File: src/rtl/cfcr_consts.vh
`ifndef CFCR_CONSTS_VH
`define CFCR_CONSTS_VH
`define CFCR_TARGET_ADDR    7'h38
`define CFCR_ADDR_GLOBAL    8'h00
`define CFCR_ADDR_OUT1      8'h01
`define CFCR_ADDR_OUT2      8'h02
`define CFCR_ADDR_OUT3      8'h03
`define CFCR_RST_GLOBAL     8'h44
`define CFCR_RST_CHAN       8'h06
`define CFCR_MASK_GLOBAL    8'h7f
`define CFCR_MASK_CHAN      8'h3f
`define CFCR_G_OUT_MODE     0
`define CFCR_G_REQ_TYPE     1
`define CFCR_G_REQ_POL      2
`define CFCR_G_REQ_FORCE    3
`define CFCR_G_IN_COUPLE    4
`define CFCR_G_REG_MODE_LO  5
`define CFCR_G_REG_MODE_HI  6
`define CFCR_C_LOAD_LO      0
`define CFCR_C_LOAD_HI      1
`define CFCR_C_REQ_POL      2
`define CFCR_C_FORCE_ON     3
`define CFCR_C_FORCE_OFF    4
`define CFCR_C_PULLDOWN     5
`define CFCR_REG_OFF        2'b00
`define CFCR_REG_TRACK      2'b10
`define CFCR_REG_ON         2'b11
`endif

File: src/rtl/cfcr_i2c_target.v
`timescale 1ns/10ps
module cfcr_i2c_target (
    input  wire clk_sys,
    input  wire rstn,
    input  wire scl_in,
    input  wire sda_in,
    output wire scl_rise,
    output wire scl_fall,
    output wire start_c,
    output wire stop_c,
    output wire sda_s
);
    reg [2:0] scl_h;
    reg [2:0] sda_h;

    // Bits 0 and 1 are the synchroniser; bit 2 keeps the previous settled level.
    assign scl_rise = scl_h[1] & ~scl_h[2];
    assign scl_fall = ~scl_h[1] & scl_h[2];
    assign start_c  = scl_h[1] & scl_h[2] & ~sda_h[1] & sda_h[2];
    assign stop_c   = scl_h[1] & scl_h[2] & sda_h[1] & ~sda_h[2];
    assign sda_s    = sda_h[1];

    always @(posedge clk_sys) begin
        if (!rstn) begin
            // Reset to the idle-high bus level so no false edge follows reset.
            scl_h <= 3'h7;
            sda_h <= 3'h7;
        end else begin
            scl_h <= {scl_h[1:0], scl_in};
            sda_h <= {sda_h[1:0], sda_in};
        end
    end
endmodule // cfcr_i2c_target

File: src/rtl/cfcr_config_regs.v
`timescale 1ns/10ps
`include "cfcr_consts.vh"
module cfcr_config_regs (
    input  wire       clk_sys,
    input  wire       rstn,
    input  wire       scl_in,
    input  wire       sda_in,
    output reg        sda_out,
    output reg        sda_oe,
    input  wire [2:0] request_in,
    output reg  [2:0] fanout_en,
    output reg  [5:0] drive_load,
    output reg  [2:0] pulldown_en,
    output reg        pair_mode,
    output reg        req_out,
    output reg        req_out_oe,
    output reg        dc_coupled,
    output reg        regulator_en
);
    localparam PH_ADDR = 4'b0001;
    localparam PH_PTR  = 4'b0010;
    localparam PH_DATA = 4'b0100;
    localparam PH_MORE = 4'b1000;

    reg  [7:0] global_config;
    reg  [7:0] chan_cfg [0:2];
    reg  [7:0] rd_data;
    reg  [7:0] reg_ptr;
    reg        wr_stb;
    reg  [7:0] wr_data;
    reg        bus_oe;
    reg  [3:0] bit_cnt;
    reg  [7:0] shift;
    reg  [3:0] phase;
    reg        active;
    reg        reading;
    reg        in_ack;
    reg        master_nak;
    wire       scl_rise;
    wire       scl_fall;
    wire       start_c;
    wire       stop_c;
    wire       sda_s;
    integer    i;
    integer    j;

    function chan_on;
        input [7:0] cfg;
        input       req;
        begin
            chan_on = ~cfg[`CFCR_C_FORCE_OFF]
                      & (cfg[`CFCR_C_FORCE_ON]
                         | (req == cfg[`CFCR_C_REQ_POL]));
        end
    endfunction

    cfcr_i2c_target cfcr_i2c_target_inst (
        .clk_sys  (clk_sys),
        .rstn     (rstn),
        .scl_in   (scl_in),
        .sda_in   (sda_in),
        .scl_rise (scl_rise),
        .scl_fall (scl_fall),
        .start_c  (start_c),
        .stop_c   (stop_c),
        .sda_s    (sda_s)
    );

    // Bits are counted on falling serial clock edges. The fall that follows a start
    // condition carries no bit, so the count starts one below zero there.
    always @(posedge clk_sys) begin
        wr_stb <= 1'b0;
        if (!rstn) begin
            bit_cnt    <= 4'h0;
            shift      <= 8'h00;
            phase      <= PH_ADDR;
            active     <= 1'b0;
            reading    <= 1'b0;
            in_ack     <= 1'b0;
            master_nak <= 1'b0;
            bus_oe     <= 1'b0;
            reg_ptr    <= 8'h00;
            wr_data    <= 8'h00;
        end else if (start_c) begin
            active  <= 1'b1;
            bit_cnt <= 4'hf;
            phase   <= PH_ADDR;
            reading <= 1'b0;
            in_ack  <= 1'b0;
            bus_oe  <= 1'b0;
        end else if (stop_c) begin
            active <= 1'b0;
            bus_oe <= 1'b0;
        end else if (active && scl_rise) begin
            if (in_ack) begin
                // Only a data byte strobes; the pointer byte must leave registers alone.
                if (!reading && phase == PH_MORE)
                    wr_stb <= 1'b1;
                if (reading)
                    master_nak <= sda_s;
            end else if (!reading) begin
                shift <= {shift[6:0], sda_s};
            end
        end else if (active && scl_fall) begin
            if (in_ack) begin
                in_ack  <= 1'b0;
                bit_cnt <= 4'h0;
                if (reading && master_nak) begin
                    active <= 1'b0;
                    bus_oe <= 1'b0;
                end else if (reading) begin
                    bus_oe <= ~rd_data[7];
                    shift  <= {rd_data[6:0], 1'b0};
                end else begin
                    bus_oe <= 1'b0;
                end
            end else if (bit_cnt == 4'h7) begin
                in_ack  <= 1'b1;
                bit_cnt <= 4'h0;
                if (reading) begin
                    bus_oe <= 1'b0;
                end else begin
                    case (phase)
                        PH_ADDR: begin
                            if (shift[7:1] == `CFCR_TARGET_ADDR) begin
                                bus_oe     <= 1'b1;
                                reading    <= shift[0];
                                master_nak <= 1'b0;
                                phase      <= PH_PTR;
                            end else begin
                                active <= 1'b0;
                            end
                        end
                        PH_PTR: begin
                            bus_oe  <= 1'b1;
                            reg_ptr <= shift;
                            phase   <= PH_DATA;
                        end
                        default: begin
                            bus_oe  <= 1'b1;
                            wr_data <= shift;
                            phase   <= PH_MORE;
                        end
                    endcase
                end
            end else begin
                bit_cnt <= bit_cnt + 4'h1;
                if (reading) begin
                    bus_oe <= ~shift[7];
                    shift  <= {shift[6:0], 1'b0};
                end
            end
        end
    end

    always @* begin
        case (reg_ptr)
            `CFCR_ADDR_GLOBAL: rd_data = global_config;
            `CFCR_ADDR_OUT1:   rd_data = chan_cfg[0];
            `CFCR_ADDR_OUT2:   rd_data = chan_cfg[1];
            `CFCR_ADDR_OUT3:   rd_data = chan_cfg[2];
            default:           rd_data = 8'h00;
        endcase
    end

    reg        any_req;
    reg        req_act;
    always @* begin
        any_req = 1'b0;
        for (j = 0; j < 3; j = j + 1)
            any_req = any_req | chan_on(chan_cfg[j], request_in[j]);
        req_act = global_config[`CFCR_G_REQ_FORCE] | any_req;
    end

    always @(posedge clk_sys) begin
        if (!rstn) begin
            global_config <= `CFCR_RST_GLOBAL;
            chan_cfg[0] <= `CFCR_RST_CHAN;
            chan_cfg[1] <= `CFCR_RST_CHAN;
            chan_cfg[2] <= `CFCR_RST_CHAN;
            sda_out <= 1'b0;
            sda_oe <= 1'b0;
            fanout_en <= 3'h0;
            drive_load <= 6'h00;
            pulldown_en <= 3'h0;
            pair_mode <= 1'b0;
            req_out <= 1'b0;
            req_out_oe <= 1'b0;
            dc_coupled <= 1'b0;
            regulator_en <= 1'b0;
        end else begin
            if (wr_stb) begin
                case (reg_ptr)
                    `CFCR_ADDR_GLOBAL: global_config <= wr_data & `CFCR_MASK_GLOBAL;
                    `CFCR_ADDR_OUT1:   chan_cfg[0] <= wr_data & `CFCR_MASK_CHAN;
                    `CFCR_ADDR_OUT2:   chan_cfg[1] <= wr_data & `CFCR_MASK_CHAN;
                    `CFCR_ADDR_OUT3:   chan_cfg[2] <= wr_data & `CFCR_MASK_CHAN;
                    default:           ;
                endcase
            end
            sda_out <= 1'b0;
            sda_oe <= bus_oe;
            for (i = 0; i < 3; i = i + 1) begin
                fanout_en[i] <= chan_on(chan_cfg[i], request_in[i]);
                drive_load[2*i +: 2] <= chan_cfg[i][`CFCR_C_LOAD_HI:`CFCR_C_LOAD_LO];
                pulldown_en[i] <= chan_cfg[i][`CFCR_C_PULLDOWN];
            end
            pair_mode <= global_config[`CFCR_G_OUT_MODE];
            dc_coupled <= global_config[`CFCR_G_IN_COUPLE];
            // Level on the pin is the polarity applied to the asserted state.
            req_out <= req_act ~^ global_config[`CFCR_G_REQ_POL];
            // Open-drain/source drives only the asserted level and floats otherwise.
            req_out_oe <= ~global_config[`CFCR_G_REQ_TYPE] | req_act;
            case (global_config[`CFCR_G_REG_MODE_HI:`CFCR_G_REG_MODE_LO])
                `CFCR_REG_ON:    regulator_en <= 1'b1;
                `CFCR_REG_TRACK: regulator_en <= any_req;
                default:         regulator_en <= 1'b0;
            endcase
        end
    end
endmodule // cfcr_config_regs

File: config.mk
export PLATFORM = sky130hd
export DESIGN_NAME = cfcr_config_regs
export DESIGN_NICKNAME = d
export VERILOG_FILES = /design/src/rtl/cfcr_i2c_target.v /design/src/rtl/cfcr_config_regs.v
export VERILOG_INCLUDE_DIRS = /design/src /design/src/rtl
export SDC_FILE = /design/constraint.sdc
export NUM_CORES = 1
export LEC_CHECK = 0
export ABC_AREA = 0
export BUFFER_PORTS_ARGS = -buffer_cell sky130_fd_sc_hd__buf_2
export CAP_MARGIN = 20
export CORE_MARGIN = 2
export CORE_UTILIZATION = 45
export CTS_BUF_LIST = sky130_fd_sc_hd__clkbuf_4
export CTS_CLUSTER_DIAMETER = 80
export DETAILED_ROUTE_END_ITERATION = 8
export GPL_ROUTABILITY_DRIVEN = 1
export GPL_TIMING_DRIVEN = 0
export PLACE_DENSITY = 0.69
export SLEW_MARGIN = 20
export SYNTH_ARGS = -nofsm -noshare
export SYNTH_HDL_FRONTEND = slang
export SYNTH_SLANG_ARGS = --single-unit
File: constraint.sdc
create_clock -name clk_sys -period 1.9 [get_ports clk_sys]
set_input_delay 0.095 -clock clk_sys [delete_from_list [all_inputs] [get_ports clk_sys]]
set_output_delay 0.095 -clock clk_sys [all_outputs]
set_load 0.05 [all_outputs]
Word-level counts from Yosys, hierarchy flattened
Memories as Yosys holds them, arrays and structs flattened.
Index checks and enable logic that the tools add are counted.
{ "word_totals": {"mem_bits_rw": 18, "word_cells": 192, "out_inout_bits": 19, "in_bits": 7, "register_bits": 68, "memories": 1} }
{ "classes": {"n_eq_ne": 33, "n_reduce_logical": 28, "n_addsub": 1, "bitwise_logic": 38, "n_mux": 68} }
{ "mem_list": {"columns": ["name", "depth", "word_bits", "read_ports", "rd_clocked_by_memory_dff", "wr", "line", "rtl"], "rows": [
  ["chan_cfg", 3, 6, 3, 0, 3, "cfcr_config_regs.v:26", "reg [7:0] chan_cfg [0:2];"]
]} }
{ "op_table": {"columns": ["cell", "n"], "rows": [
  ["$mux W8", 9],
  ["$mux W1", 46],
  ["$pmux W8 S4", 1],
  ["$mux W4", 7],
  ["$mux W6", 3],
  ["$not A1 Y1", 17],
  ["$eq A8 B2 Y1 const B", 2],
  ["$reduce_and A8 Y1", 2],
  ["$reduce_and A7 Y1", 2],
  ["$ne A3 B3 Y1 const B", 4],
  ["$and A1 B1 Y1", 10],
  ["$ne A2 B2 Y1 const B", 5],
  ["$or A1 B1 Y1", 10],
  ["$reduce_and A10 Y1", 1],
  ["$ne A3 B2 Y1 const B", 3],
  ["$reduce_and A9 Y1", 1],
  ["$eq A8 B1 Y1 const B", 1],
  ["$logic_not A8 Y1", 1],
  ["$ne A4 B1 Y1 const B", 2],
  ["$pmux W4 S2", 1],
  ["$reduce_bool A4 Y1", 2],
  ["$eq A7 B6 Y1 const B", 1],
  ["$ne A2 B1 Y1 const B", 3],
  ["$reduce_and A3 Y1", 2],
  ["other kinds (22)", 32]
]} }

Longest topological paths before layout
Gate-level depths: netlist of run 1.
{ "depth": {"word_depth": 10, "depth_mapped": 7, "mapped_depth_nobuf": 5} }

Modules after synthesis
A second synthesis of run 1 with hierarchy kept.
{ "unflattened": {"hier_cells": 335, "area_unflattened_um2": 3547.2} }
{ "modules_own_cells": {"columns": ["module", "area_per_inst_um2", "seq_area_each_um2", "instances", "cells_each"], "rows": [
  ["cfcr_config_regs", 3357.0, 1781.7, 1, 319],
  ["cfcr_i2c_target", 190.2, 120.1, 1, 16]
]} }

Worst setup path before layout of run 1
OpenSTA, ideal clock, no wires.
{ "synth_path": {"path_type": "register -> register", "start": "reg reg_ptr[3]", "end": "mem chan_cfg[0][0] (netlist name), enable pin", "n_path_buf": 0, "setup_ps": 380, "t_arrival_ps": 1389, "required_ps": 1520, "slack_ps": 132, "synth_period_minus_slack_ps": 1768, "path_stages_with_launch": 4, "path_cell_list": "dfxtp_1 -> nor4_2 -> nand3_1 -> o31ai_1"} }
{ "synth_rtl": {"columns": ["item", "line", "rtl"], "rows": [
  ["start: declaration", "cfcr_config_regs.v:28", "reg [7:0] reg_ptr;"],
  ["start signal: assignment", "cfcr_config_regs.v:136", "reg_ptr <= shift;"],
  ["end: declaration", "cfcr_config_regs.v:26", null]
]} }

Final worst setup path of run 1
{ "layout_path": {"start": "reg bit_cnt[0]", "end": "reg wr_data[3]"} }
{ "layout_via": {"elab_chain_cells": 2} }
{ "layout_lines": {"columns": ["item", "line", "rtl"], "rows": [
  ["start: declaration", "cfcr_config_regs.v:32", "reg [3:0] bit_cnt;"],
  ["start signal: assignment", "cfcr_config_regs.v:147", "bit_cnt <= bit_cnt + 4'h1;"],
  ["$eq A4 B3 Y1", "cfcr_config_regs.v:117", "end else if (bit_cnt == 4'h7) begin"],
  ["$reduce_and A8 Y1 (no source line)", null, null],
  ["end signal: assignment", "cfcr_config_regs.v:141", "wr_data <= shift;"],
  ["end: declaration", "cfcr_config_regs.v:30", "reg [7:0] wr_data;"]
]} }
Every way passes these cells.
A chain may end at the register's enable or synchronous reset.

==> results.py, run 1 <==
metrics = {
    "pwr": {
        "ir_drop_mv": 0.508,
        "power.internal_mw": 2.25,
        "p_leak_nw": 1.62,
        "p_per_area_nw_per_um2": 777,
        "pwr-share-seq_pct": 62.4,
        "clock_power_share_pct": 31.0,
        "power_mw": 3.09,
        "switchingPower_mw": 0.845,
        "pwr-share-comb_pct": 6.6,
        "switching_share_pct": 27.3,
    },
    "cells_and_area": {
        "antenna_cells": 0,
        "regArea_um2": 1900,
        "area_delta_synth_final_pct": 12.7,
        "final_nets": 372,
        "drive_gt1_share_pct": 19.5,
        "multi_input_area_um2": 1530,
        "fillers": 694,
    },
    "synthesis": {
        "ys_seq_area_share_pct": 53.9,
        "ys_warn_count": 0,
        "syn_nets": 332,
        "synthXorXnorAreaFrac_pct": 1.24,
        "synthMuxAreaShare_pct": 10.6,
        "ys_seq_elements": 86,
        "synthTopCellsByArea": "dfxtp_1 39%, edfxtp_1 15%, mux2i_1 6.8%",
        "syn_area_per_cell_um2": 10.9,
        "synthAdderAreaFrac_pct": 0.354,
        "synth_top_area_share_pct": 38.6,
        "synth.distinct_cells": 56,
        "synth_compound_area_share_pct": 11.6,
        "synth_edf_count": 18,
        "synth_top_family_by_area": "simple AND/OR/NAND/NOR gates",
        "synthSimpleGateAreaFrac_pct": 18.6,
        "netlist_instances": 324,
        "yosysTopAreaCell": "dfxtp_1",
        "ys_async_sr_fraction_pct": 0,
        "synth_area_um2": 3530,
        "synthFlopType": "dfxtp_1",
    },
    "clock_tree": {
        "htree_levels": 3,
        "worstSkewPairLatency_ps": 450,
        "cts_buffers": 9,
        "cts.clk_slew.worst_paths_ps": 150,
        "cts-root-buf": "clkbuf_4",
        "max-clock-path-buffers": 2,
        "cts.sinks": 86,
        "cts_tree": "done",
    },
    "timing": {
        "worstMarginPinSlew_ps": 651,
        "period_share_pct": 97.6,
        "setup_violations": 0,
        "timing.final.ws_setup_ps": 46.5,
        "drv_slew": 0,
        "max_freq_ghz": 0.540,
        "slew-limit-headroom_pct": 56.6,
        "post-route-min-period_ps": 1850,
        "hold_viol_final": 0,
        "skew_ps": 21.3,
    },
    "worst_setup_path": {
        "cp_slowest_stage_delay_ps": 410,
        "path_class": "reg -> reg",
        "crit_chain": "ha_1, nand3b_1, buf_4, a2111o_1, buf_6, mux2i_1, nor2_1",
        "cp.arrival_ps": 2180,
        "critPathRequiredTime_ps": 2230,
        "crit_slowest_cell": "dfxtp_1",
        "crit_family": "flip-flops",
        "startpoint_type": "flop",
        "crit_buf_inv": 2,
        "cp-end-kind": "flop",
        "cp_max_fo": 8,
    },
    "placed_design": {
        "io_buffers": 23,
        "post-place-ws_ps": -225,
        "dp.final_hpwl_mm": 5.31,
        "place.gp.congestion": 0.842,
    },
    "outcome": {
        "status": "completed",
    },
    "detailed_routing": {
        "wl_met3_um": 376,
        "drtPass1Iterations": 5,
        "drc": 0,
        "wirelength_mm": 7.93,
        "top_layer_used": "met4",
        "drtIter0Drc": 190,
        "via_count": 2580,
        "wl_per_cell_um": 16.8,
        "drtAntennaViolNets": 0,
        "wl_met1_mm": 3.50,
        "vias_per_cell": 5.48,
        "wl_met2_mm": 3.88,
    },
    "grt": {
        "grt-ovfl-total": 0,
        "grt_pass1_wl_mm": 12.7,
        "grt_max_degree": 17,
        "grt_use_total_pct": 19.5,
        "antenna_found_initial": 0,
        "grt_pass1_vias": 2525,
    },
    "hold_path": {
        "hp-class": "in -> reg",
    },
    "die": {
        "fp.dieW_um": 92.6,
        "io_pins": 26,
        "core-area_um2": 7650,
        "die_area_um2": 8570,
        "start_util_pct": 46.2,
        "rows": 32,
        "die-height_um": 92.6,
    },
    "job": {
        "drv_cap": 0,
    },
}
[cell families (layout without fill, tap and decap cells)]
group / after synthesis / in the layout
other cells: 1 / 1
mux: 30 / 30
simple gates: 115 / 115
flops: 86 / 86
buf+inv: 25 / 70
xor+xnor: 5 / 5
compound gates: 61 / 61
fa+ha+maj: 1 / 1
[timing repair]
item,in CTS,in global routing
cloned,0,0
endpoints found under the setup margin,19,42
resized for setup,3,1
pin swaps,2,0
buffers inserted,4,1
hold buffers,2,0
hold endpoints to repair,2,0
[power groups by stage]
stage	registers, mW	logic (mW)	clock network (mW)
floorplan	2.03	0.0781	0
global placement	1.97	0.193	0
detailed placement	1.97	0.195	0
CTS	1.93	0.204	0.969
global route	1.93	0.216	1.03
finish	1.93	0.203	0.959
[layout make-up]
| class | count | area share [%] |
|---|---|---|
| plain buffers | 18 | 2.52 |
| clock buffers | 9 | 1.70 |
| clock inverters | 7 | 1.38 |
| inverters | 6 | 0.566 |
| multi-input cells | 213 | 38.5 |
| flip-flops and latches | 86 | 47.8 |
| well taps | 102 | 3.21 |
| repair buffers | 30 | 4.34 |
[path summary, 6_finish.rpt]
kind                                  from                             to  slack (ps)  cells after the start
max                             bit_cnt[0]                     wr_data[3]          50                      7
min                                   rstn                        req_out          60                      3
max reg2reg                     bit_cnt[0]                     wr_data[3]          50                      7
min reg2reg  cfcr_i2c_target_inst.scl_h[0]  cfcr_i2c_target_inst.scl_h[1]         430                      1
[layer usage]
layer	vias up	global-route usage (%)
met5	-	0
met4	0	8.21
li1	1256	-
met2	68	32.7
met3	14	3.99
met1	1242	24.5
[tightest hold or removal path: cells and delay by family]
kind | cells | cell delay [ps]
multiplexers | 1 | 60
buffers and inverters | 1 | 200
AND/OR/NAND/NOR | 1 | 120
[cells in the mapped netlist (2+ instances only)]
cell / number
nand2_1: 15
o31ai_1: 8
edfxtp_1: 18
or3_1: 2
a31oi_1: 6
nand3_1: 9
clkbuf_1: 9
a22oi_1: 6
a211o_1: 2
and2_1: 19
mux2i_1: 24
nand3b_1: 5
dfxtp_1: 68
buf_6: 3
o21ai_0: 8
nand4_1: 3
mux4_2: 6
buf_2: 5
xor2_1: 4
nor4_1: 4
nor3_1: 2
inv_1: 5
nand2b_1: 8
and4bb_2: 2
and3b_1: 3
nor2_1: 30
a21oi_1: 21
[cell usage in the layout (no fill, tap or decap), types with 2 or more instances in the layout]
master and n:
nor2_1 30, nand2b_1 8, o21ai_0 6, nand3b_1 5, nand4_1 3, mux2i_1 24, a31oi_1 6, buf_6 3
nor4_1 4, o21ai_2 2, inv_1 5, buf_2 28, buf_4 6, nand3_1 9, and4bb_2 2, edfxtp_1 18
and3b_1 3, a22oi_1 6, nor3_1 2, or3_1 2, mux4_2 6, xor2_1 4, a211o_1 2, clkbuf_4 9
o31ai_1 7, inv_6 3, a21oi_1 21, clkbuf_1 8, nand2_1 15, and2_1 19, dlygate4sd3_1 2, clkinvlp_4 2
dfxtp_1 68
[through the flow]
step | area, µm² | utilization (%) | hold slack, ps | cells | TNS, ps
after floorplan | 3530 | - | 196 | 324 | 0
after global placement | 3770 | 49.3 | 276 | 449 | -8450
after detailed placement | 3780 | 49.4 | 289 | 449 | -1730
after CTS | 3970 | 51.9 | 49.7 | 471 | 0
after global routing | 3980 | 52.0 | 107 | 471 | -44.6
final | 3980 | 52.0 | 58.2 | 471 | 0
[registers in the layout, summed over array words and instances, names as in the netlist, 4 cells and up]
name / count
chan_cfg: 18
reg_ptr: 8
shift: 8
global_config: 7
wr_data: 7
drive_load: 6
bit_cnt: 4
phase: 4
Note: power is estimated with default switching activity, not from simulation.
==> run 2: changes to the inputs <==
SYNTH_HIERARCHICAL = 1   (was not set)
==> results.py, run 2 <==
metrics = {
    "placed_design": {
        "io_buffers": 24,
        "place_area_um2": 3800,
        "dp.final_hpwl_mm": 5.25,
        "place.gp.congestion": 0.880,
        "place_inst": 461,
    },
    "detailed_routing": {
        "drtPass1Iterations": 4,
        "wl_per_cell_um": 15.7,
        "drc": 0,
        "vias_per_cell": 5.35,
        "drtAntennaViolNets": 0,
        "drtIter0Drc": 121,
        "via_count": 2642,
        "wirelength_mm": 7.75,
    },
    "cells_and_area": {
        "design_area_um2": 4260,
        "drive_gt1_share_pct": 26.3,
        "largest_reg_flops": 18,
        "final_common_cell": "dfxtp_1",
        "fillers": 693,
        "finish.utilization_pct": 55.5,
        "layout_common_cells": "61 x dfxtp_1, 45 x nor2_1, 27 x buf_2, 24 x mux2i_1, 20 x and2_1",
        "reg_top3": "chan_cfg (18), reg_ptr (8), shift (8)",
        "antenna_cells": 0,
        "final_nets": 395,
        "largest-register": "chan_cfg",
        "area_delta_synth_final_pct": 20.2,
        "final_cells": 494,
    },
    "synthesis": {
        "synth.distinct_cells": 54,
        "ys_async_sr_fraction_pct": 0,
        "synthTopCellsByArea": "dfxtp_1 38%, edfxtp_1 15%, mux2i_1 6.8%",
        "synthFlopType": "dfxtp_1",
        "synth_edf_count": 18,
        "synth_area_um2": 3550,
        "synth_top_area_share_pct": 38.4,
        "ys_seq_elements": 86,
        "yosysTopAreaCell": "dfxtp_1",
        "netlist_instances": 335,
        "ys_warn_count": 6,
        "ys_seq_area_share_pct": 53.6,
        "synthTopCellsByCount": "68 x dfxtp_1, 46 x nor2_1, 24 x mux2i_1, 20 x and2_1, 19 x nand2_1",
        "yosysMostFrequentCell": "dfxtp_1",
        "syn_nets": 343,
        "syn_area_per_cell_um2": 10.6,
    },
    "clock_tree": {
        "cts_buffers": 9,
        "worstSkewPairLatency_ps": 440,
        "cts-root-buf": "clkbuf_4",
        "cts.sinks": 86,
        "htree_levels": 3,
        "max-clock-path-buffers": 2,
        "cts.clk_slew.worst_paths_ps": 140,
        "cts_tree": "done",
    },
    "timing": {
        "worstMarginPinSlew_ps": 715,
        "drv_slew": 0,
        "setup_violations": 19,
        "period_share_pct": 102,
        "timing.final.ws_setup_ps": -36.5,
        "skew_ps": 27.4,
        "max_freq_ghz": 0.516,
        "hold_viol_final": 0,
        "setup_tns_ps": -242,
        "post-route-min-period_ps": 1940,
        "slew-limit-headroom_pct": 51.7,
        "rsz0062_at_grt": "true",
    },
    "grt": {
        "grt_pass1_vias": 2545,
        "grt-ovfl-total": 0,
        "grt_pass1_wl_mm": 12.6,
        "antenna_found_initial": 0,
        "grt_use_total_pct": 19.0,
        "grt_max_degree": 17,
    },
    "pwr": {
        "power.internal_mw": 2.39,
        "ir_drop_mv": 0.537,
        "p_leak_nw": 1.80,
        "switchingPower_mw": 0.799,
        "p_per_area_nw_per_um2": 749,
        "clock_power_share_pct": 33.4,
        "pwr-share-comb_pct": 6.7,
        "pwr-share-seq_pct": 59.9,
        "switching_share_pct": 25.0,
    },
    "worst_setup_path": {
        "cp-end-kind": "flop",
        "cp_max_fo": 7,
        "critPathRequiredTime_ps": 2220,
        "crit_slowest_cell": "nor4b_4",
        "path_class": "reg -> reg",
        "crit_chain": "and4b_2, or2_4, nor4b_4, o31ai_4, mux2i_1, nor2_1",
        "cp_slowest_stage_delay_ps": 410,
        "startpoint_type": "flop",
        "critPathLaunch": "cfcr_i2c_target_inst/sda_h[1]",
        "rr_startpoint": "cfcr_i2c_target_inst/sda_h[1]",
        "cp.arrival_ps": 2260,
    },
    "die": {
        "fp.dieW_um": 92.8,
        "io_pins": 26,
        "rows": 32,
        "die-height_um": 92.8,
        "start_util_pct": 46.1,
        "die_area_um2": 8610,
        "core-area_um2": 7690,
    },
    "outcome": {
        "status": "finished, violations left",
        "violations": "negative setup slack",
    },
    "hold_path": {
        "hp-class": "in -> reg",
        "min-delay-start": "request_in[0]",
    },
    "job": {
        "drv_cap": 0,
    },
}
==> run 2: changes by cell type after synthesis, sizes merged, moves of 4 or more <==
cell    previous run  this run
nor2              30        46
nor3               2        12
a21oi             21        13
inv                5        13
a22oi              6         0
nand3              9         3
o31ai              8         2
a22o               1         6
a31oi              6         1
nand2             15        20
nand3b             6         2
o21ai              8        12
==> run 2: layout make-up <==
cell class | instances | area (µm²) | area share (%)
Sequential cell | 86 | 1910 | 44.9
Multi-Input combinational cell | 222 | 1680 | 39.3
Timing Repair Buffer | 42 | 275 | 6.46
Tap cell | 102 | 128 | 2.99
Buffer | 13 | 78.8 | 1.85
Clock buffer | 10 | 75.1 | 1.76
Clock inverter | 6 | 68.8 | 1.61
Inverter | 13 | 48.8 | 1.14
==> run 2: critical path, delay by kind of cell, from the launching register on <==
family          cells  cell delay, ps
flops               1             360
compound gates      1             230
simple gates        4            1010
mux                 1             220
==> run 2: through the flow <==
step                power, mW  hold WS (ps)  setup slack [ps]
floorplan                2.09           168              -102
global placement         2.14           280              -547
detailed placement       2.14           282              -628
CTS                      3.22           174              -116
global route             3.32           214             -98.5
finish                   3.19           207             -36.5
==> run 2: what timing repair did <==
item	in CTS	in global routing
resized for setup	21	28
endpoints found under the setup margin	62	70
buffers inserted	6	7
hold buffers	5	0
pin swaps	8	8
endpoints found under the hold margin	6	0
==> run 2: layer usage <==
metal	vias to the layer above	track usage (%)	wire length, µm
met3	13	3.34	371
met1	1269	26.0	3510
met4	0	8.95	170
met2	68	29.4	3690
li1	1292	-	-
met5	-	0	0
==> run 2: power by group through the flow <==
stage / logic, mW / clock network, mW / registers [mW]
after floorplan: 0.0798 / 0 / 2.01
after global placement: 0.183 / 0 / 1.95
after detailed placement: 0.186 / 0 / 1.95
after CTS: 0.205 / 1.10 / 1.91
after global routing: 0.229 / 1.17 / 1.92
final: 0.213 / 1.07 / 1.91
==> run 2: worst paths after layout <==
path,to,slack (ps),depth (start not counted)
min reg2reg,cfcr_i2c_target_inst/sda_h[1],420,1
max reg2reg,wr_data[6],-40,6
max,wr_data[6],-40,6
min,fanout_en[0],210,4
==> run 2: logic make-up after synthesis <==
family	Yosys count	share of synthesized area, %
xor+xnor	5	1.23
buf+inv	27	3.35
flops	86	53.6
mux	30	10.6
compound gates	44	8.08
other cells	1	0.106
simple gates	141	22.7
fa+ha+maj	1	0.353
